`src/rtl/pdmi_params.svh`:
```
// register offsets, field positions, reset values and timing counts of the step indexer
`ifndef PDMI_PARAMS_SVH
`define PDMI_PARAMS_SVH

// byte offsets on the register bus
`define PDMI_OFS_CTRL      5'h00
`define PDMI_OFS_STATUS    5'h04
`define PDMI_OFS_INT_STAT  5'h08
`define PDMI_OFS_INT_MASK  5'h0c
`define PDMI_OFS_COIL      5'h10

// drive_control_reg fields
`define PDMI_CTRL_EDGE_BIT 0
`define PDMI_CTRL_RES_LSB  4
`define PDMI_CTRL_RES_MSB  7
`define PDMI_CTRL_RST      5'h00

// status register fields
`define PDMI_STAT_ANG_MSB  9
`define PDMI_STAT_STILL    16
`define PDMI_STAT_DIR      17
`define PDMI_STAT_STEP     18

// interrupt status and mask fields
`define PDMI_INT_STEP      0
`define PDMI_INT_STILL     1
`define PDMI_INT_RST       2'h0

// coil register: coil b starts here, coil a at bit 0
`define PDMI_COIL_B_LSB    16

// coarsest resolution code, one full step per event
`define PDMI_RES_MAX       4'h8

// standstill after this many clocks with no active step edge
`define PDMI_STILL_CYCLES  1048576

`endif

```
`src/rtl/pdmi_pkg.sv`:
```
// types shared by the step indexer modules
package pdmi_pkg;

    // control fields held in drive_control_reg
    typedef struct packed {
        logic [3:0] resolution_select;
        logic       both_edge_select;
    } pdmi_ctrl_t;

    // signed coil amplitudes, full scale is 248
    typedef struct packed {
        logic signed [8:0] coil_a;
        logic signed [8:0] coil_b;
    } pdmi_coil_t;

    // bus slave answer state
    typedef enum logic {
        BUS_IDLE   = 1'b0,
        BUS_ANSWER = 1'b1
    } pdmi_bus_state_t;

endpackage : pdmi_pkg

```
`src/rtl/pdmi_sync.sv`:
```
// three-stage synchroniser that accepts a change once the last two stages agree
`timescale 1ns/100ps

module pdmi_sync (
    input  wire logic clk,      // system clock
    input  wire logic rst_b,    // synchronised reset, active low
    input  wire logic ce,       // clock enable
    input  wire logic pin,      // asynchronous input pin
    output logic      level     // clean level in clk domain
);
    logic stage1;
    logic stage2;
    logic stage3;

    // first stage is read only by the second, to keep metastability contained
    always_ff @(posedge clk or negedge rst_b) begin
        if (!rst_b) begin
            stage1 <= 1'b0;
            stage2 <= 1'b0;
            stage3 <= 1'b0;
            level  <= 1'b0;
        end else if (ce) begin
            stage1 <= pin;
            stage2 <= stage1;
            stage3 <= stage2;
            if (stage2 == stage3) begin
                level <= stage3;
            end
        end
    end
endmodule : pdmi_sync

```
`src/rtl/pdmi_sine_rom.sv`:
```
// quarter-wave sine table with two combinational read ports
`timescale 1ns/100ps

module pdmi_sine_rom (
    input  wire logic [7:0] idx_a,   // table index for coil a
    input  wire logic [7:0] idx_b,   // table index for coil b
    output logic      [7:0] mag_a,   // magnitude for coil a
    output logic      [7:0] mag_b    // magnitude for coil b
);
    // each word holds 32 entries, entry 0 in the low byte; peak is 248
    localparam logic [255:0] QTAB [0:7] = '{
        256'h302e2d2b2a2827252422211f1e1c1b191816151311100e0d0b0a0807050402_01,
        256'h5e5d5b5a59575654535150_4f4d4c4a4947464443414_03e3d3c3a3937363433_31,
        256'h898887858483818_07f7e7c7b7a7877767473727_06f6d6c6b696867656462_6160,
        256'hafaeadacaaa9a8a7a6a5a4a3a1a09f9e9d9c9a99989796949392918f8e8d8c8a,
        256'hcecdcccbcac9c9c8c7c6c5c4c3c2c1c0bfbebdbcbbbab9b8b7b6b5b4b3b2b1b0,
        256'he5e4e4e3e2e2e1e1e0dfdfdedddcdcdbdadad9d8d7d7d6d5d4d4d3d2d1d0cfcf,
        256'hf3f3f2f2f2f1f1f1f0f0f0efefeeeeeeededececebebeaeae9e9e8e8e7e7e6e5,
        256'hf8f8f8f8f8f8f8f8f8f8f7f7f7f7f7f7f7f7f6f6f6f6f6f5f5f5f5f4f4f4f4f3
    };

    // one lookup, used by both ports
    function automatic logic [7:0] lookup(input logic [7:0] idx);
        logic [255:0] word;
        word = QTAB[idx[7:5]];
        return word[{idx[4:0], 3'h0} +: 8];
    endfunction : lookup

    // table entries rise monotonically from 1 to 248 [RL10] [RL11]
    assign mag_a = lookup(idx_a);
    assign mag_b = lookup(idx_b);
endmodule : pdmi_sine_rom

```
`src/rtl/pdmi_indexer.sv`:
```
// step and direction front end with microstep indexer and register slave
//
// Summary of operation
// RL1 - both-edge mode: every rising and falling step edge is a step event.
// RL2 - single-edge mode: only rising step edges count, falling ones ignored.
// RL3 - step and direction are synchronised to the system clock before use.
// RL4 - controller keeps step rate under a third (single) or quarter (both) of clock.
// RL5 - controller keeps full-step rate at or below clock divided by 512.
// RL6 - electrical angle is a 10-bit unsigned count over one electrical turn.
// RL7 - resolution field of drive control register picks the step size.
// RL8 - direction 0 adds the step size, direction 1 subtracts it.
// RL9 - one quarter sine table gives sine and cosine over a full turn.
// RL10 - table has 256 entries rising monotonically from 1 to 248.
// RL11 - no table entry exceeds 248, leaving headroom for an offset.
// RL12 - angles 0, 256, 512, 768 give the four half-step current pairs.
// RL13 - angles 128, 384, 640, 896 give 70.7 percent on both coils.
// RL14 - controller changes to coarse resolution only near coarse positions.
// RL15 - standstill flag rises after 2^20 clocks without step; next step clears.
// RL16 - top angle bit is coil a polarity: 0 forward, 1 reverse.
// RL17 - angle wraps modulo 1024 in both directions.
// RL18 - rising quadrants index directly, falling ones mirrored; quadrant gives sign.
// RL19 - step sizes are powers of two from 1 up to 256 for full steps.
`include "pdmi_params.svh"
`timescale 1ns/100ps

module pdmi_indexer #(
    parameter int unsigned STILL_CYCLES = `PDMI_STILL_CYCLES  // standstill timeout in clocks
) (
    input  wire logic                clk,                 // system clock, 40 mhz
    input  wire logic                rst_b,               // asynchronous reset, active low
    input  wire logic                ce,                  // clock enable, freezes state when low
    input  wire logic [4:0]          avs_address,         // byte address
    input  wire logic                avs_read,            // read request
    input  wire logic                avs_write,           // write request
    input  wire logic [31:0]         avs_writedata,       // write data
    input  wire logic [3:0]          avs_byteenable,      // write byte lanes
    output logic      [31:0]         avs_readdata,        // read data
    output logic                     avs_waitrequest,     // stall the master
    input  wire logic                step_pin,            // step pulse from controller
    input  wire logic                dir_pin,             // direction from controller
    output pdmi_pkg::pdmi_coil_t     coils,               // signed coil amplitudes
    output logic                     angle_polarity_bit,  // coil a polarity
    output logic                     standstill_flag,     // no step for the timeout
    output logic                     irq                  // level interrupt
);
    import pdmi_pkg::*;

    // reset release
    logic                 rst_q1;
    logic                 rst_sync_b;

    // bus slave
    pdmi_bus_state_t      bus_state;
    logic                 bus_req;
    logic                 bus_taken;
    logic                 wr_taken;
    logic [31:0]          wr_mask;
    logic [31:0]          next_readdata;

    // registers
    pdmi_ctrl_t           ctrl;
    logic [1:0]           int_status;
    logic [1:0]           int_mask;
    logic [1:0]           int_set;
    logic [1:0]           int_clr;

    // step path
    logic                 step_lvl;
    logic                 step_lvl_q;
    logic                 dir_lvl;
    logic                 step_event;
    logic [9:0]           step_size;
    logic [9:0]           electrical_angle;
    logic [9:0]           next_angle;

    // standstill
    logic [20:0]          still_cnt;
    logic                 still_hit;

    // coil path
    logic [9:0]           angle_b;
    logic [7:0]           idx_a;
    logic [7:0]           idx_b;
    logic [7:0]           mag_a;
    logic [7:0]           mag_b;
    pdmi_coil_t           next_coils;

    // power of two step from the resolution code, clamped at full step
    function automatic logic [9:0] step_of(input logic [3:0] res);
        logic [9:0] one;
        one = 10'h001;
        if (res >= `PDMI_RES_MAX) begin
            return 10'h100;
        end
        return one << res;
    endfunction : step_of

    // table index: direct in rising quadrants, mirrored in falling ones
    function automatic logic [7:0] index_of(input logic [9:0] ang);
        if (ang[8]) begin
            return ~ang[7:0];
        end
        return ang[7:0];
    endfunction : index_of

    // apply the quadrant sign to a table magnitude
    function automatic logic signed [8:0] signed_of(input logic neg, input logic [7:0] mag);
        logic signed [8:0] pos;
        pos = $signed({1'b0, mag});
        if (neg) begin
            return -pos;
        end
        return pos;
    endfunction : signed_of

    // byte-enable mask for partial writes
    function automatic logic [31:0] mask_of(input logic [3:0] be);
        logic [31:0] m;
        m = 32'h0;
        for (int i = 0; i < 4; i++) begin
            m[i*8 +: 8] = {8{be[i]}};
        end
        return m;
    endfunction : mask_of

    // reset is asserted at once and released two clocks later
    always_ff @(posedge clk or negedge rst_b) begin
        if (!rst_b) begin
            rst_q1     <= 1'b0;
            rst_sync_b <= 1'b0;
        end else if (ce) begin
            rst_q1     <= 1'b1;
            rst_sync_b <= rst_q1;
        end
    end

    // pins cross into the clock domain before any edge logic sees them
    pdmi_sync u_step_sync (
        .clk   (clk),
        .rst_b (rst_sync_b),
        .ce    (ce),
        .pin   (step_pin),
        .level (step_lvl)    // [RL3]
    );

    pdmi_sync u_dir_sync (
        .clk   (clk),
        .rst_b (rst_sync_b),
        .ce    (ce),
        .pin   (dir_pin),
        .level (dir_lvl)     // [RL3]
    );

    // ---- bus slave ----

    // every access waits one cycle, so read data can come from a flop
    assign bus_req         = avs_read | avs_write;
    assign avs_waitrequest = bus_req & (bus_state == BUS_IDLE);
    assign bus_taken       = bus_req & (bus_state == BUS_ANSWER);
    assign wr_taken        = bus_taken & avs_write;
    assign wr_mask         = mask_of(avs_byteenable);

    // read decode; unmapped offsets read zero
    always_comb begin
        next_readdata = 32'h0;
        if (avs_address == `PDMI_OFS_CTRL) begin
            next_readdata[`PDMI_CTRL_EDGE_BIT] = ctrl.both_edge_select;
            next_readdata[`PDMI_CTRL_RES_MSB:`PDMI_CTRL_RES_LSB] = ctrl.resolution_select;
        end else if (avs_address == `PDMI_OFS_STATUS) begin
            next_readdata[`PDMI_STAT_ANG_MSB:0] = electrical_angle;
            next_readdata[`PDMI_STAT_STILL] = standstill_flag;
            next_readdata[`PDMI_STAT_DIR]   = dir_lvl;
            next_readdata[`PDMI_STAT_STEP]  = step_lvl;
        end else if (avs_address == `PDMI_OFS_INT_STAT) begin
            next_readdata[1:0] = int_status;
        end else if (avs_address == `PDMI_OFS_INT_MASK) begin
            next_readdata[1:0] = int_mask;
        end else if (avs_address == `PDMI_OFS_COIL) begin
            next_readdata[8:0] = coils.coil_a;
            next_readdata[`PDMI_COIL_B_LSB +: 9] = coils.coil_b;
        end
    end

    // answer state and read data capture
    always_ff @(posedge clk or negedge rst_sync_b) begin
        if (!rst_sync_b) begin
            bus_state    <= BUS_IDLE;
            avs_readdata <= 32'h0;
        end else if (ce) begin
            case (bus_state)
                BUS_IDLE: begin
                    if (bus_req) begin
                        bus_state    <= BUS_ANSWER;
                        avs_readdata <= next_readdata;
                    end
                end
                BUS_ANSWER: begin
                    bus_state <= BUS_IDLE;
                end
                default: begin
                    bus_state <= BUS_IDLE;
                end
            endcase
        end
    end

    // drive control register; the edge mode and step size steer the indexer
    always_ff @(posedge clk or negedge rst_sync_b) begin
        if (!rst_sync_b) begin
            ctrl <= `PDMI_CTRL_RST;
        end else if (ce && wr_taken && (avs_address == `PDMI_OFS_CTRL)) begin
            if (wr_mask[`PDMI_CTRL_EDGE_BIT]) begin
                ctrl.both_edge_select <= avs_writedata[`PDMI_CTRL_EDGE_BIT];
                ctrl.resolution_select <= avs_writedata[`PDMI_CTRL_RES_MSB:`PDMI_CTRL_RES_LSB];
            end
        end
    end

    // ---- step events and electrical angle ----

    // previous clean step level for edge detection
    always_ff @(posedge clk or negedge rst_sync_b) begin
        if (!rst_sync_b) begin
            step_lvl_q <= 1'b0;
        end else if (ce) begin
            step_lvl_q <= step_lvl;
        end
    end

    // both-edge mode takes any change, otherwise rising only
    always_comb begin
        if (ctrl.both_edge_select) begin
            step_event = step_lvl ^ step_lvl_q;              // [RL1]
        end else begin
            step_event = step_lvl & ~step_lvl_q;             // [RL2]
        end
    end

    assign step_size = step_of(ctrl.resolution_select);  // [RL7] [RL19]

    // 10-bit sum wraps naturally in either direction
    always_comb begin
        if (dir_lvl) begin
            next_angle = electrical_angle - step_size;       // [RL8] [RL17]
        end else begin
            next_angle = electrical_angle + step_size;       // [RL8] [RL17]
        end
    end

    // angle counter; resolution changes take effect on the next event only
    always_ff @(posedge clk or negedge rst_sync_b) begin
        if (!rst_sync_b) begin
            electrical_angle <= 10'h000;
        end else if (ce && step_event) begin
            electrical_angle <= next_angle;                  // [RL6]
        end
    end

    // ---- standstill detection ----

    assign still_hit = (still_cnt == 21'(STILL_CYCLES - 1));

    // counter parks once the flag is up, so it never wraps
    always_ff @(posedge clk or negedge rst_sync_b) begin
        if (!rst_sync_b) begin
            still_cnt       <= 21'h0;
            standstill_flag <= 1'b0;
        end else if (ce) begin
            if (step_event) begin
                still_cnt       <= 21'h0;
                standstill_flag <= 1'b0;                     // [RL15]
            end else if (!standstill_flag) begin
                if (still_hit) begin
                    standstill_flag <= 1'b1;                 // [RL15]
                end else begin
                    still_cnt <= still_cnt + 21'h1;
                end
            end
        end
    end

    // ---- coil amplitudes ----

    // cosine is sine a quarter turn ahead
    assign angle_b = electrical_angle + 10'h100;             // [RL9]
    assign idx_a   = index_of(electrical_angle);             // [RL18]
    assign idx_b   = index_of(angle_b);                      // [RL18]

    pdmi_sine_rom u_rom (
        .idx_a (idx_a),
        .idx_b (idx_b),
        .mag_a (mag_a),
        .mag_b (mag_b)
    );

    // upper half turn is negative current
    always_comb begin
        next_coils.coil_a = signed_of(electrical_angle[9], mag_a);  // [RL12] [RL13] [RL16]
        next_coils.coil_b = signed_of(angle_b[9], mag_b);           // [RL12] [RL13]
    end

    // coils lag the angle by one clock to keep the table off the pins
    always_ff @(posedge clk or negedge rst_sync_b) begin
        if (!rst_sync_b) begin
            coils <= '0;
        end else if (ce) begin
            coils <= next_coils;
        end
    end

    assign angle_polarity_bit = electrical_angle[9];         // [RL16]

    // ---- interrupts ----

    assign int_set[`PDMI_INT_STEP]  = step_event;
    assign int_set[`PDMI_INT_STILL] = ~standstill_flag & still_hit & ~step_event;

    // write one to clear
    always_comb begin
        int_clr = 2'h0;
        if (wr_taken && (avs_address == `PDMI_OFS_INT_STAT) && wr_mask[0]) begin
            int_clr = avs_writedata[1:0];
        end
    end

    // a set in the clearing cycle wins, so no event is lost
    always_ff @(posedge clk or negedge rst_sync_b) begin
        if (!rst_sync_b) begin
            int_status <= `PDMI_INT_RST;
        end else if (ce) begin
            int_status <= (int_status & ~int_clr) | int_set;
        end
    end

    // interrupt mask register
    always_ff @(posedge clk or negedge rst_sync_b) begin
        if (!rst_sync_b) begin
            int_mask <= `PDMI_INT_RST;
        end else if (ce && wr_taken && (avs_address == `PDMI_OFS_INT_MASK) && wr_mask[0]) begin
            int_mask <= avs_writedata[1:0];
        end
    end

    assign irq = |(int_status & int_mask);
endmodule : pdmi_indexer

```
`config.mk`:
```
export PLATFORM = sky130hd
export DESIGN_NAME = pdmi_indexer
export DESIGN_NICKNAME = d
export VERILOG_FILES = /design/src/rtl/pdmi_pkg.sv /design/src/rtl/pdmi_sync.sv /design/src/rtl/pdmi_sine_rom.sv /design/src/rtl/pdmi_indexer.sv
export VERILOG_INCLUDE_DIRS = /design/src /design/src/rtl
export SDC_FILE = /design/constraint.sdc
export NUM_CORES = 1
export LEC_CHECK = 0
export BUFFER_PORTS_ARGS = -buffer_cell sky130_fd_sc_hd__buf_4
export CORE_ASPECT_RATIO = 1.5
export CORE_MARGIN = 2
export CORE_UTILIZATION = 38
export CTS_BUF_LIST = sky130_fd_sc_hd__clkbuf_2 sky130_fd_sc_hd__clkbuf_4 sky130_fd_sc_hd__clkbuf_8
export CTS_CLUSTER_DIAMETER = 50
export CTS_CLUSTER_SIZE = 10
export DETAILED_ROUTE_END_ITERATION = 10
export GPL_TIMING_DRIVEN = 0
export HOLD_SLACK_MARGIN = 0.02
export SLEW_MARGIN = 20
export SYNTH_ARGS = -nofsm -noshare
export SYNTH_HDL_FRONTEND = slang
export SYNTH_SLANG_ARGS = --single-unit
```
`constraint.sdc`:
```
create_clock -name clk -period 5.3 [get_ports clk]
set_clock_uncertainty 0.1 [all_clocks]
set_input_delay 0.53 -clock clk [delete_from_list [all_inputs] [get_ports clk]]
set_output_delay 0.53 -clock clk [all_outputs]
set_load 0.005 [all_outputs]
```
==> impl_summary.md, run 1 <==
Outcome
The flow did not finish. The flow stopped in 5_1_grt. The first error in the log reads "[ERROR GRT-0116] Global routing finished with congestion. Check the congestion regions in the DRC Viewer".

Synth
Synthesis produced a netlist whose cell count is 1628. The proportion of synthesized chip area in sequential cells is 0.186. The average instance in the mapped netlist occupies 7.43 µm². The Yosys warning count is 0. The share of synthesized area in the top cell type comes to 0.186. In the post-synthesis netlist, the cell with the most instances is nand2_1. After synthesis the netlist holds a flip-flop and latch count of 90. After synthesis, the cell types taking the most area are dfrtp_1 19%, o21ai_0 5.7%, nand2_1 5.3%, ha_1 5.1%, a21oi_1 4.9%. For this run, asynchronously set or reset flops after synthesis account for 1.00. The synthesized design contains 0 enable-type register cells. For this run, the leading register cell type out of synthesis is dfrtp_1. The commonest cells after synthesis are 170 x nand2_1, 138 x o21ai_0, 122 x nor2_1. Yosys mapped the design onto 100 distinct sky130hd cell types.

The cell taking the most area after synthesis is dfrtp_1. The cell area that synthesis handed to floorplanning was 12100 µm².

Floorplanning
The floorplan step set the die width to 150 µm. The count of standard-cell rows is 80. The number of ports placed on the die boundary is 102. The initial core utilization is 0.384. In this run the vertical extent of the chip is 222 µm.

GRT
The first global-routing pass estimated 143000 µm of wire. The overflow left after global routing is 11. For this run, the total global-route usage over all layers was measured as 0.607. Entering global routing, the biggest net connects 58 pins. The via count of the first global-routing pass is 17500.

CTS
The tree is rooted in a clkbuf_8. The CTS buffer count is 9. The maximum buffer depth of the clock tree is 2. The CTS sink count is 90. The H-tree was split into 3 levels.

Place
The number of I/O port buffers is 59. The estimated wirelength of the detail-placed design is 68400 µm. At the end of routability-driven placement, the weighted congestion stood at 1.25. OpenSTA, run right after detailed placement, puts the worst setup slack at -1.88 ns.
cell families after synthesis:
group / count (synthesis) / synth area share
DFF: 90 / 0.186
and+or+nand+nor: 574 / 0.240
muxes: 52 / 0.0477
xor gates and xnor gates: 50 / 0.0399
AOI/OAI and AO/OA: 601 / 0.339
buffers and inverters: 207 / 0.0903
other: 1 / 0.000310
adders and majority gates: 53 / 0.0565
per-layer routing:
layer | GRT overflow | global-route usage
met5 | 0 | 0.0727
met4 | 4 | 0.566
met3 | 0 | 0.390
met2 | 7 | 0.809
met1 | 0 | 0.631
what timing repair did:
action	in CTS
hold buffers	1
endpoints found under the setup margin	17
endpoints found under the hold margin	2
gates resized for setup	35
buffers inserted	4
pin swaps	2
through the flow:
stage,area [µm²],hold WS [ns],cells
floorplan,12100,0.134,1640
global placement,13100,0.213,2109
detailed placement,13200,0.183,2112
CTS,13600,0.192,2130
==> run 2: changes to the inputs <==
--- a/config.mk
+++ b/config.mk
@@ -7,15 +7,11 @@
 export NUM_CORES = 1
 export LEC_CHECK = 0
 export BUFFER_PORTS_ARGS = -buffer_cell sky130_fd_sc_hd__buf_4
-export CORE_ASPECT_RATIO = 1.5
 export CORE_MARGIN = 2
-export CORE_UTILIZATION = 38
-export CTS_BUF_LIST = sky130_fd_sc_hd__clkbuf_2 sky130_fd_sc_hd__clkbuf_4 sky130_fd_sc_hd__clkbuf_8
-export CTS_CLUSTER_DIAMETER = 50
-export CTS_CLUSTER_SIZE = 10
+export CORE_UTILIZATION = 23
 export DETAILED_ROUTE_END_ITERATION = 10
 export GPL_TIMING_DRIVEN = 0
-export HOLD_SLACK_MARGIN = 0.02
+export PLACE_DENSITY_LB_ADDON = 0.15
 export SLEW_MARGIN = 20
 export SYNTH_ARGS = -nofsm -noshare
 export SYNTH_HDL_FRONTEND = slang
==> run 2 against run 1 <==
The run now ends clean. Area after synthesis unchanged. Synthesized cell count unchanged.
==> impl_summary.md, run 2 <==
Place
The placed instances occupy a cell area of 13600 µm². The weighted congestion reported at the end of routability-driven placement is 1.06. The estimated wirelength of the detail-placed design is 73500 µm. Once placement completed, the tool counted placed cells totaling 2395. The pre-CTS worst setup slack is -1.89 ns. The count of buffers added on input and output ports is 59.

Finish
After the flow finishes, the layout carries non-filler instances totaling 2432. The area of all placed cells without fillers is 14400 µm². In the layout the commonest cells are 169 x nand2_1, 136 x o21ai_0, 120 x nor2_1. The layout net count is 1832.

The most common library cell in the layout ignoring fill and taps is nand2_1. Of the cells placed in the final design, the portion with a size suffix greater than 1 is 0.189. From synthesis to final layout, the design area changed by 18.7%. The layout filler cell count is 5776. The largest registers in the layout are still_cnt (21), avs_readdata (19), coils (18). Ranked by flip-flop count, first place goes to still_cnt.

The register with the most flip-flops in the layout has 21 of them.

Synth
The average cell area after synthesis is 7.43 µm². The most used flip-flop cell after synthesis is dfrtp_1. The number of synthesized register bits is 90.

The proportion of synthesized chip area in sequential cells is 0.186. The number of enable-type register cells in the synthesized netlist is 0. Synthesis produced 1628 cells. The mapped cell area is 12100 µm². The cell with the most instances after synthesis is nand2_1. The count of unique library cells instantiated by Yosys is 100. The Yosys step of the flow raised 0 warnings. By area the synthesized netlist is led by dfrtp_1 19%, o21ai_0 5.7%, nand2_1 5.3%, ha_1 5.1%, a21oi_1 4.9%. The cell taking the most area after synthesis is dfrtp_1.

The proportion of synthesized flip-flops having asynchronous set or reset is 1.00. The share of synthesized area in the top cell type comes to 0.186. By count the netlist is led by 170 x nand2_1, 138 x o21ai_0, 122 x nor2_1.

Outcome
The run finished with clean final reports.

Worst setup path
The cell depth of the worst flop-to-flop path is 22. The type of origin of the critical path is a flop. Walking the worst path, the cells encountered are buf_6 -> buf_8 -> buf_6 -> buf_12 -> buf_6 -> buf_6 -> xor2_4 -> buf_4 -> ha_4 -> nor2b_1 -> o21a_1 -> a311oi_1 -> o21ai_0 -> o21ai_0 -> nand4_1 -> buf_4 -> inv_1 -> ha_1 -> inv_1 -> o31ai_2 -> xnor2_1 -> mux2_2. The largest stage delay on the critical path is 0.38 ns. The kind of critical path is flop to flop. The highest net fanout along the worst path is 19.

The type of element capturing the critical path is a flop. The cell with the largest stage delay on the worst path is dfrtp_1. The data required time at the worst endpoint is 5.45 ns. Among the stages of the critical path, the cell type that occurs most often is buf_6.

At the worst endpoint, the arrival time is 5.44 ns.

Detailed routing
The number of vias per cell is 6.47. The number of nets with antenna violations after detailed routing is 0. The remaining routing DRC violations is 0. The total wire length after detailed routing is 99100 µm. Across all layers, the routed design uses 15700 vias. The detailed-routing iteration count for the pre-antenna-repair pass is 7. In this run, the number of DRC markers left after iteration 0 of detailed routing was 2388. After detailed routing, the average wire length per cell comes to 40.8 µm.

STA
Final hold analysis gives a worst-case slack of 0.211 ns. In the finished design, the share of the clock period the worst path needs comes to 0.999. The clock period could shrink to 5.29 ns. Setup repair after global routing could not meet its margin everywhere. The fmax is 189 MHz. The final worst-path setup slack is 0.00612 ns. Setup violations remaining at the end of the flow were counted as 0. The hold violation total from the final report came to 0. The slew of the pin with the lowest slew margin is 1.38 ns. The remaining max-slew budget at the tightest pin is 0.0790. The final-report max-slew violation count came to 0.

CTS
The CTS buffer count is 9. The number of H-tree levels is 3. The clock slew at the register clock pins of the worst setup and hold paths is 0.07 ns.

At the later pin of the worst-skew pair, clock insertion delay measures 0.36 ns. The CTS sink count is 90. The CTS tree is built. The cell sitting at the root of the clock tree is a clkbuf_16. Counting along the longest clock path gives a buffer depth of 2.

Floorplanning
The initial core utilization is 0.232. The number of ports placed on the die boundary is 102. From left edge to right edge, the die measures 233 µm. The die covers 54400 µm². The floorplan has 84 rows. The floorplan step set the die height to 233 µm. The floorplan core area is 52200 µm².

GRT
The via count of the first global-routing pass is 15100. Entering global routing, the biggest net connects 53 pins. Across every metal layer, demand over resource in global routing totals 0.358. The first global-routing pass estimated 132000 µm of wire. The overflow left after global routing is 0. The initial antenna violation count is 6.

Worst hold path
The class of the tightest hold or removal check is flop to asynchronous set/reset pin.

Job
The number of max-capacitance violations reported is 0.
==> run 2: layout make-up <==
type	count	area [µm²]	area share
antenna	7	17.5	0.00122
buffer	158	970	0.0676
clock buffer	10	239	0.0167
clock inverter	6	93.8	0.00654
inverter	45	173	0.0120
multi-input combinational	1343	9030	0.629
sequential	90	2260	0.157
tap	688	861	0.0600
timing repair buffer	85	709	0.0494
==> run 2: logic make-up after synthesis <==
logic type,count (synthesis),share of synthesized area
AND/OR/NAND/NOR,574,0.240
adder cells (fa/ha/maj),53,0.0565
other,1,0.000310
AO/OA/AOI/OAI,601,0.339
buffers and inverters,207,0.0903
multiplexers,52,0.0477
XOR/XNOR,50,0.0399
flip-flops,90,0.186
==> run 2: timing repair <==
item	CTS	global route
pin swaps	4	3
buffers inserted	12	5
setup endpoints to repair	18	11
hold endpoints to repair	2	0
hold buffers	1	0
resized for setup	46	15
==> run 2: critical path, delay by kind of cell (launching register included) <==
kind                       cells  cell delay, ns
xor gates and xnor gates       2            0.41
buffers and inverters         10            1.88
DFF                            1            0.38
AOI/OAI and AO/OA              5            1.35
adders and majority gates      2            0.43
muxes                          1            0.28
and+or+nand+nor                2            0.31
==> run 2: routing by layer <==
metal | vias up | GRT usage | routed length (µm)
li1 | 6305 | - | -
met3 | 400 | 0.123 | 11500
met5 | - | 0 | 24
met4 | 4 | 0.261 | 8700
met2 | 1246 | 0.517 | 40400
met1 | 7791 | 0.438 | 38500
==> run 2: path summary, 6_finish.rpt <==
check,start,end,slack [ns]
max,electrical_angle[8],coils[4],0.006
min,rst_sync_b,avs_readdata[16],0.21
max reg2reg,electrical_angle[8],coils[4],0.006
min reg2reg,rst_sync_b,avs_readdata[16],0.21
min in group clk,avs_writedata[6],ctrl[3],0.30
max in group asynchronous,rst_sync_b,still_cnt[11],4.23
==> run 2: metrics by stage <==
stage,setup TNS [ns],util
2_1_floorplan,0,-
3_3_place_gp,-48.07,0.257
3_5_place_dp,-20.72,0.261
4_1_cts,0,0.273
5_1_grt,-0.00150,0.275
6_report,0,0.275
Power of run 2 is not shown: default switching activity piles up to over one toggle a cycle in this logic, so the estimate is an artifact.
==> run 3: changes to the inputs <==
==> constraint.sdc (replaced) <==
create_clock -name clk -period 5.7 [get_ports clk]
set_clock_uncertainty 0.1 [all_clocks]
set_input_delay 0.57 -clock clk [delete_from_list [all_inputs] [get_ports clk]]
set_output_delay 0.57 -clock clk [all_outputs]
set_load 0.005 [all_outputs]
==> run 3 against run 2 <==
The run now ends with negative setup slack left. Largest cell class unchanged. Via count shrank 0.28%. Hold slack gained 0.00082 ns. Register-to-register slack lost 0.15 ns. Final area shrank 1.3%. Die area is the same. Non-clock buffer count shrank 11. Global-route usage is essentially flat.
==> impl_summary.md, run 3 (synthesis results as in run 2) <==
Floorplanning
For this design the top-level I/O count stands at 102. The initial core utilization is 0.232. The die is 233 µm tall. The floorplan core area is 52200 µm². The die covers 54400 µm². From left edge to right edge, the die measures 233 µm.

The initialized floorplan defines 84 standard-cell rows.

Job
Across the run, the number of max-cap violations was 0.

CTS
Clock-pin slew was measured on the worst setup and hold paths at 0.07 ns. In this run, CTS created clock tree buffers numbering 9. The buffer type at the clock tree root is clkbuf_16. TritonCTS built the clock tree. In this run the deepest clock path goes through 2 buffers.

CTS saw 90 sinks. The later-pin clock latency in the skew report is 0.36 ns. The number of H-tree levels is 3.

STA
After layout, the worst setup slack is -0.147 ns. The fmax is 171 MHz. Of the available clock period, the critical path in the final layout requires 1.03. The final-report max-slew violation count is 0. The remaining max-slew budget at the tightest pin is 0.136. Setup repair after global routing could not meet its margin everywhere. The slew of the pin with the lowest slew margin is 1.29 ns. The post-route worst hold slack is 0.212 ns. The hold violation total from the final report is 0. The time the final worst path needs with I/O delays and setup is 5.85 ns.

Setup violations remaining at the end of the flow were counted as 4.

Place
The weighted congestion reported at the end of routability-driven placement is 1.06. Once detailed placement completed, the half-perimeter wirelength came to 73500 µm. The number of I/O port buffers is 59.

Worst setup path
The highest net fanout along the worst path is 22. For the worst setup path, the data arrival time is 5.99 ns. The kind of critical path is flop to flop.

The type of origin of the critical path is a flop. In this run the critical register-to-register path is launched from electrical_angle[7]. For flop-to-flop paths, the worst setup slack is -0.15 ns. The cell with the largest stage delay on the worst path is nor2b_1. The signal on the critical path passes through buf_6 -> xnor2_4 -> buf_2 -> clkbuf_4 -> ha_2 -> nor2b_1 -> nor2_1 -> nand3_1 -> a21oi_2 -> o41ai_1 -> o2111a_1 -> ha_1 -> a31oi_1 -> xor2_1 -> mux2_2.

At the worst endpoint, the required time is 5.84 ns. For the worst flop-to-flop path, the logic depth is 15. The endpoint of the worst register-to-register path is coils[13]. On the worst path, the slowest cell contributes a delay of 0.82 ns.

The type of element capturing the critical path is a flop.

Finish
The register with the most flip-flops in the layout has 21 of them. The register with the most flip-flops in the final layout is still_cnt. The library cells used most frequently in the layout, excluding fill and tap cells, are 169 x nand2_1, 136 x o21ai_0, 120 x nor2_1. The most common library cell in the layout ignoring fill and taps is nand2_1. In the final layout, the share of cells above drive strength 1 is 0.177.

The share of the core filled with cells in the final layout is 0.271. The final layout contains 1821 nets. The largest registers in the layout are still_cnt (21), avs_readdata (19), coils (18).

Relative to the synthesized area, the layout overhead comes to 17.1%.

Detailed routing
The remaining routing DRC violations is 0. The detailed-routing iteration count for the pre-antenna-repair pass is 7. In this run, the number of DRC markers left after iteration 0 of detailed routing was 2313. The routed wire length on met2 is 40200 µm. For this block, the routed nets add up to 98800 µm of wire. Dividing the detail-routed wire length by the instance count gives 40.9 µm.

The final route contains 15700 vias. The count of nets left with antenna violations once routing finished came out at 0. The met3 wire length is 11400 µm.

The top layer used by detailed routing is met5. The number of vias per cell is 6.50. The detailed router put a total of 38600 µm of wire on met1.

GRT
After global routing the overflow that remains totals 0. The via count of the first global-routing pass is 15000. The wire length of the first global-routing pass is 132000 µm. The total track usage is 0.358. Entering global routing, the biggest net connects 53 pins. The initial antenna violation count is 5.

Worst hold path
The class of the tightest hold or removal check is flop to asynchronous set/reset pin.

Outcome
The run finished, with violations left. The final reports fail on negative setup slack.
-- run 3: changes by cell type in the layout (fill, tap and decap cells not counted), moves of 3 or more --
cell      previous run  this run
buf_4              105        95
diode_2              7         3
clkbuf_1            35        38
clkbuf_2            11         8
-- run 3: metal layers --
layer,GRT usage,up-vias
met1,0.443,7725
li1,-,6267
met4,0.253,4
met5,0,-
met3,0.117,407
met2,0.519,1299
-- run 3: critical path: cells and delay by family, from the launching register on --
kind | cells | cell delay (ns)
AOI/OAI and AO/OA | 4 | 1.20
buffers and inverters | 3 | 1.14
and+or+nand+nor | 3 | 1.06
adders and majority gates | 2 | 0.97
xor gates and xnor gates | 2 | 0.53
DFF | 1 | 0.40
muxes | 1 | 0.26
-- run 3: worst max-delay path by stage --
stage                        startpoint   endpoint  slack [ns]  depth (start not counted)
floorplan           electrical_angle[8]  coils[15]        1.34                         16
global placement    electrical_angle[5]   coils[4]       -2.72                         14
detailed placement  electrical_angle[8]   coils[7]       -1.49                         19
CTS                 electrical_angle[5]  coils[15]        0.02                         17
global route        electrical_angle[5]  coils[15]      -0.006                         17
finish              electrical_angle[7]  coils[13]       -0.15                         15
-- run 3: through the flow --
stage,instance area (µm²),cells,TNS [ns],setup WS (ns)
after floorplan,12100,1640,0,1.34
after global placement,13400,2387,-40.87,-2.72
after detailed placement,13600,2395,-13.74,-1.49
after CTS,14100,2415,0,0.0178
after global routing,14200,2415,-0.00596,-0.00596
final,14200,2417,-0.333,-0.147
-- run 3: layout make-up --
class                           count  area, µm²
Sequential cell                    90       2260
Timing Repair Buffer               75        634
Fill cell                        5772      38100
Buffer                            157        925
Tap cell                          688        861
Inverter                           45        169
Clock inverter                      6       93.8
Multi-Input combinational cell   1343       8970
Antenna cell                        3       7.51
Clock buffer                       10        239
-- run 3: timing repair --
item / CTS / global route
hold buffers: 1 / 0
pin swaps: 1 / 2
endpoints found under the hold margin: 2 / 0
resized for setup: 22 / 11
buffers inserted: 6 / 1
setup endpoints to repair: 17 / 10
Power of run 3 is left out for the same reason.
==> run 4: changes to the inputs <==
--- a/config.mk
+++ b/config.mk
@@ -6,6 +6,7 @@
 export SDC_FILE = /design/constraint.sdc
 export NUM_CORES = 1
 export LEC_CHECK = 0
+export ABC_AREA = 1
 export BUFFER_PORTS_ARGS = -buffer_cell sky130_fd_sc_hd__buf_4
 export CORE_MARGIN = 2
 export CORE_UTILIZATION = 23
==> run 4 against run 3 <==
The flow now finishes without violations. Die area decreased by 24%. Largest cell class unchanged. Routed wire length shrank 54%. Critical path type unchanged. Register-to-register slack gained 1.4 ns. Final cell count is 12% lower. Area after synthesis is 24% lower. Synthesized cell count is 7.1% lower. Critical path depth up 7. Maximum frequency rose by 31%. Sequential share of layout area up 5.2 points. Non-clock buffer count fell by 106. Via count shrank 31%. Final area down 25%.
==> impl_summary.md, run 4 <==
Outcome
The flow ran to the end, and the final reports show no timing, DRC or antenna violations.

Finish
The flip-flop count of the largest register after layout is 21. Summing all flip-flop and latch instances after layout gives 2260 µm². The layout net count is 1696. Leaving out fill and tap cells, the most frequent cells in the layout are 519 x nand2_1, 195 x nand3_1, 139 x inv_1. Counting flops per register, the top entry is still_cnt. The layout overhead on the synthesized area is 15.8%.

In the final layout, the share of cells above drive strength 1 is 0.114. The most common library cell in the layout ignoring fill and taps is nand2_1. In the final layout, the registers with the most flip-flops are still_cnt (21), avs_readdata (19), coils (18).

The layout filler cell count is 4588. The footprint of the multi-input gates is 6010 µm².

STA
The fmax is 225 MHz. Setup repair after global routing left no endpoint under its margin. The final-report max-slew violation count is 0.

Summed over all failing endpoints, the final setup total negative slack is 0 ns. The post-route clock period utilization is 0.780. At the pin with the least slew margin, the transition time is 1.02 ns.

The hold violation total from the final report was 0. The time the final worst path needs with I/O delays and setup is 4.45 ns. The remaining max-slew budget at the tightest pin is 0.316. Setup violations remaining at the end of the flow were counted as 0.

Synth
Of the synthesized area, sequential elements account for 0.245. The average cell area after synthesis is 6.08 µm². Yosys printed 0 warnings. After synthesis, the share of flip-flops with an asynchronous set or reset is 1.00. Of the post-synthesis cell area, the dominant cell type holds 0.245. The prevailing post-synth register cell is dfrtp_1.

The cell taking the most area after synthesis is dfrtp_1. The number of instances in the synthesized netlist is 1513. The number of synthesized register bits is 90. In this run, synthesis inferred 0 flip-flops with an integrated enable. Yosys mapped the design onto 49 distinct sky130hd cell types. In the post-synthesis netlist, the cell with the most instances is nand2_1. By count the netlist is led by 519 x nand2_1, 195 x nand3_1, 139 x inv_1. The mapped cell area is 9200 µm². Yosys attributes the largest share of cell area to dfrtp_1 24%, nand2_1 21%, nand3_1 11%, ha_1 6.7%, inv_1 5.7%.

GRT
The maximum number of pins on one net before global-route repair is 50. The via count of the first global-routing pass is 10400. The initial antenna violation count was 0. The wire length of the first global-routing pass is 67500 µm.

In the global route stage, overall resource usage came out at 0.218. The overflow left after global routing is 0.

CTS
The later-pin clock latency in the skew report is 0.35 ns. TritonCTS built the clock tree. After clock tree synthesis, the clock-pin slew on the worst setup and hold paths is 0.07 ns. The CTS sink count is 90. The maximum buffer depth of the clock tree is 2. The number of H-tree levels is 3.

In this run, CTS created clock tree buffers numbering 9. The buffer type at the clock tree root is clkbuf_16.

Worst setup path
The highest net fanout along the worst path is 13. The data required time at the worst endpoint is 5.80 ns. The cell with the largest stage delay on the worst path is ha_1. The critical path data arrival time is 4.55 ns.

The setup path with the least slack is of type flop to flop. The type of origin of the critical path is a flop. The most numerous cell type found on the critical path is nand2_1. The largest single stage delay on the critical path is 0.65 ns. Walking the worst path, the cells encountered are buf_6 -> inv_4 -> buf_6 -> nand2_1 -> nand2_1 -> ha_1 -> inv_1 -> nand3_1 -> nand2_1 -> nand2_1 -> nand3_1 -> nand2_1 -> nand2_1 -> nand2_1 -> nand3_1 -> nor2_2 -> ha_1 -> nand3_1 -> nand2_1 -> nand2_1 -> nand3_1 -> o21ai_0. The type of element capturing the critical path is a flop.

Floorplanning
The floorplan step set the die width to 204 µm. The number of ports placed on the die boundary is 102. The initial core utilization is 0.232. The count of standard-cell rows is 73. Measured along the y axis, the die boundary spans 204 µm. In this run the standard cell core region covers 39600 µm². The area of the die is 41600 µm².

Detailed routing
The detailed-routing iteration count for the pre-antenna-repair pass is 6. Detailed routing inserted a total of 10900 vias. In this run the remaining antenna-violating nets after routing total 0. The mean routed wirelength per cell is 21.6 µm.

The remaining routing DRC violations is 0. The total wire length after detailed routing is 45900 µm. Dividing the detail-routed via count by the number of cells gives 5.11. For this block, the initial DRC count from the detailed router was 1209.

Place
The congestion estimate from routability-driven global placement came to 1.01. The estimated wirelength of the detail-placed design is 34500 µm. The number of I/O port buffers is 58.

Worst hold path
The class of the tightest hold or removal check is flop to asynchronous set/reset pin.

Job
The number of max-capacitance violations reported is 0.
## run 4: changes by cell type after synthesis, moves of 40 or more
cell	change
nand3_1	+159
nand2_1	+349
nand2b_1	-40
a21oi_1	-48
buf_2	-41
inv_1	+98
nor2b_1	-47
o21ai_0	-46
## run 4: worst max-delay path: cells and delay by family, from the launching register on
kind | cells | cell delay (ns)
fa+ha+maj | 2 | 0.91
flops | 1 | 0.37
compound gates | 1 | 0.09
simple gates | 15 | 2.32
buf+inv | 4 | 0.50
## run 4: area by class of cell
type,instances,share of cell area
Sequential cell,90,0.212
Multi-Input combinational cell,1220,0.564
Clock buffer,13,0.0235
Antenna cell,1,0.000235
Timing Repair Buffer,60,0.0444
Buffer,66,0.0399
Clock inverter,2,0.00129
Tap cell,525,0.0617
Inverter,149,0.0527
## run 4: stage by stage
stage / hold WS, ns / utilization / setup slack (ns) / cell area, µm² / cells
2_1_floorplan: 0.174 / - / 2.60 / 9250 / 1525
3_3_place_gp: 0.253 / 0.261 / 1.30 / 10300 / 2108
3_5_place_dp: 0.254 / 0.262 / 1.37 / 10400 / 2109
4_1_cts: 0.323 / 0.269 / 1.34 / 10600 / 2125
5_1_grt: 0.347 / 0.269 / 0.926 / 10600 / 2125
6_report: 0.287 / 0.269 / 1.25 / 10700 / 2126
## run 4: final timing paths
path                                startpoint                  end  slack (ns)  cells after the start
max in group asynchronous           rst_sync_b  electrical_angle[7]        4.55                      1
max                        electrical_angle[8]             coils[4]        1.25                     22
min reg2reg                         rst_sync_b             coils[7]        0.29                      0
min                                 rst_sync_b             coils[7]        0.29                      0
max reg2reg                electrical_angle[8]             coils[4]        1.25                     22
min in group clk                      step_pin   u_step_sync.stage1        0.36                      3
## run 4: repair_timing
action | CTS | global route
hold buffers | 1 | 0
gates resized for setup | 0 | 0
setup buffers | 0 | 0
hold endpoints to repair | 2 | 0
## run 4: cell families after synthesis
kind of cell	count (synthesis)	synth area share
AO/OA/AOI/OAI	206	0.121
XOR/XNOR	13	0.0152
adder cells (fa/ha/maj)	52	0.0732
buffers and inverters	215	0.107
flip-flops	90	0.245
multiplexers	1	0.00122
other	1	0.000408
AND/OR/NAND/NOR	935	0.437
## run 4: routing by layer
| metal | GRT usage | up-vias | routed length, µm |
|---|---|---|---|
| met2 | 0.334 | 583 | 19500 |
| met5 | 0 | - | 0 |
| li1 | - | 5054 | - |
| met1 | 0.296 | 5121 | 19900 |
| met4 | 0.100 | 0 | 2080 |
| met3 | 0.0408 | 109 | 4290 |
Power of run 4 is left out for the same reason.
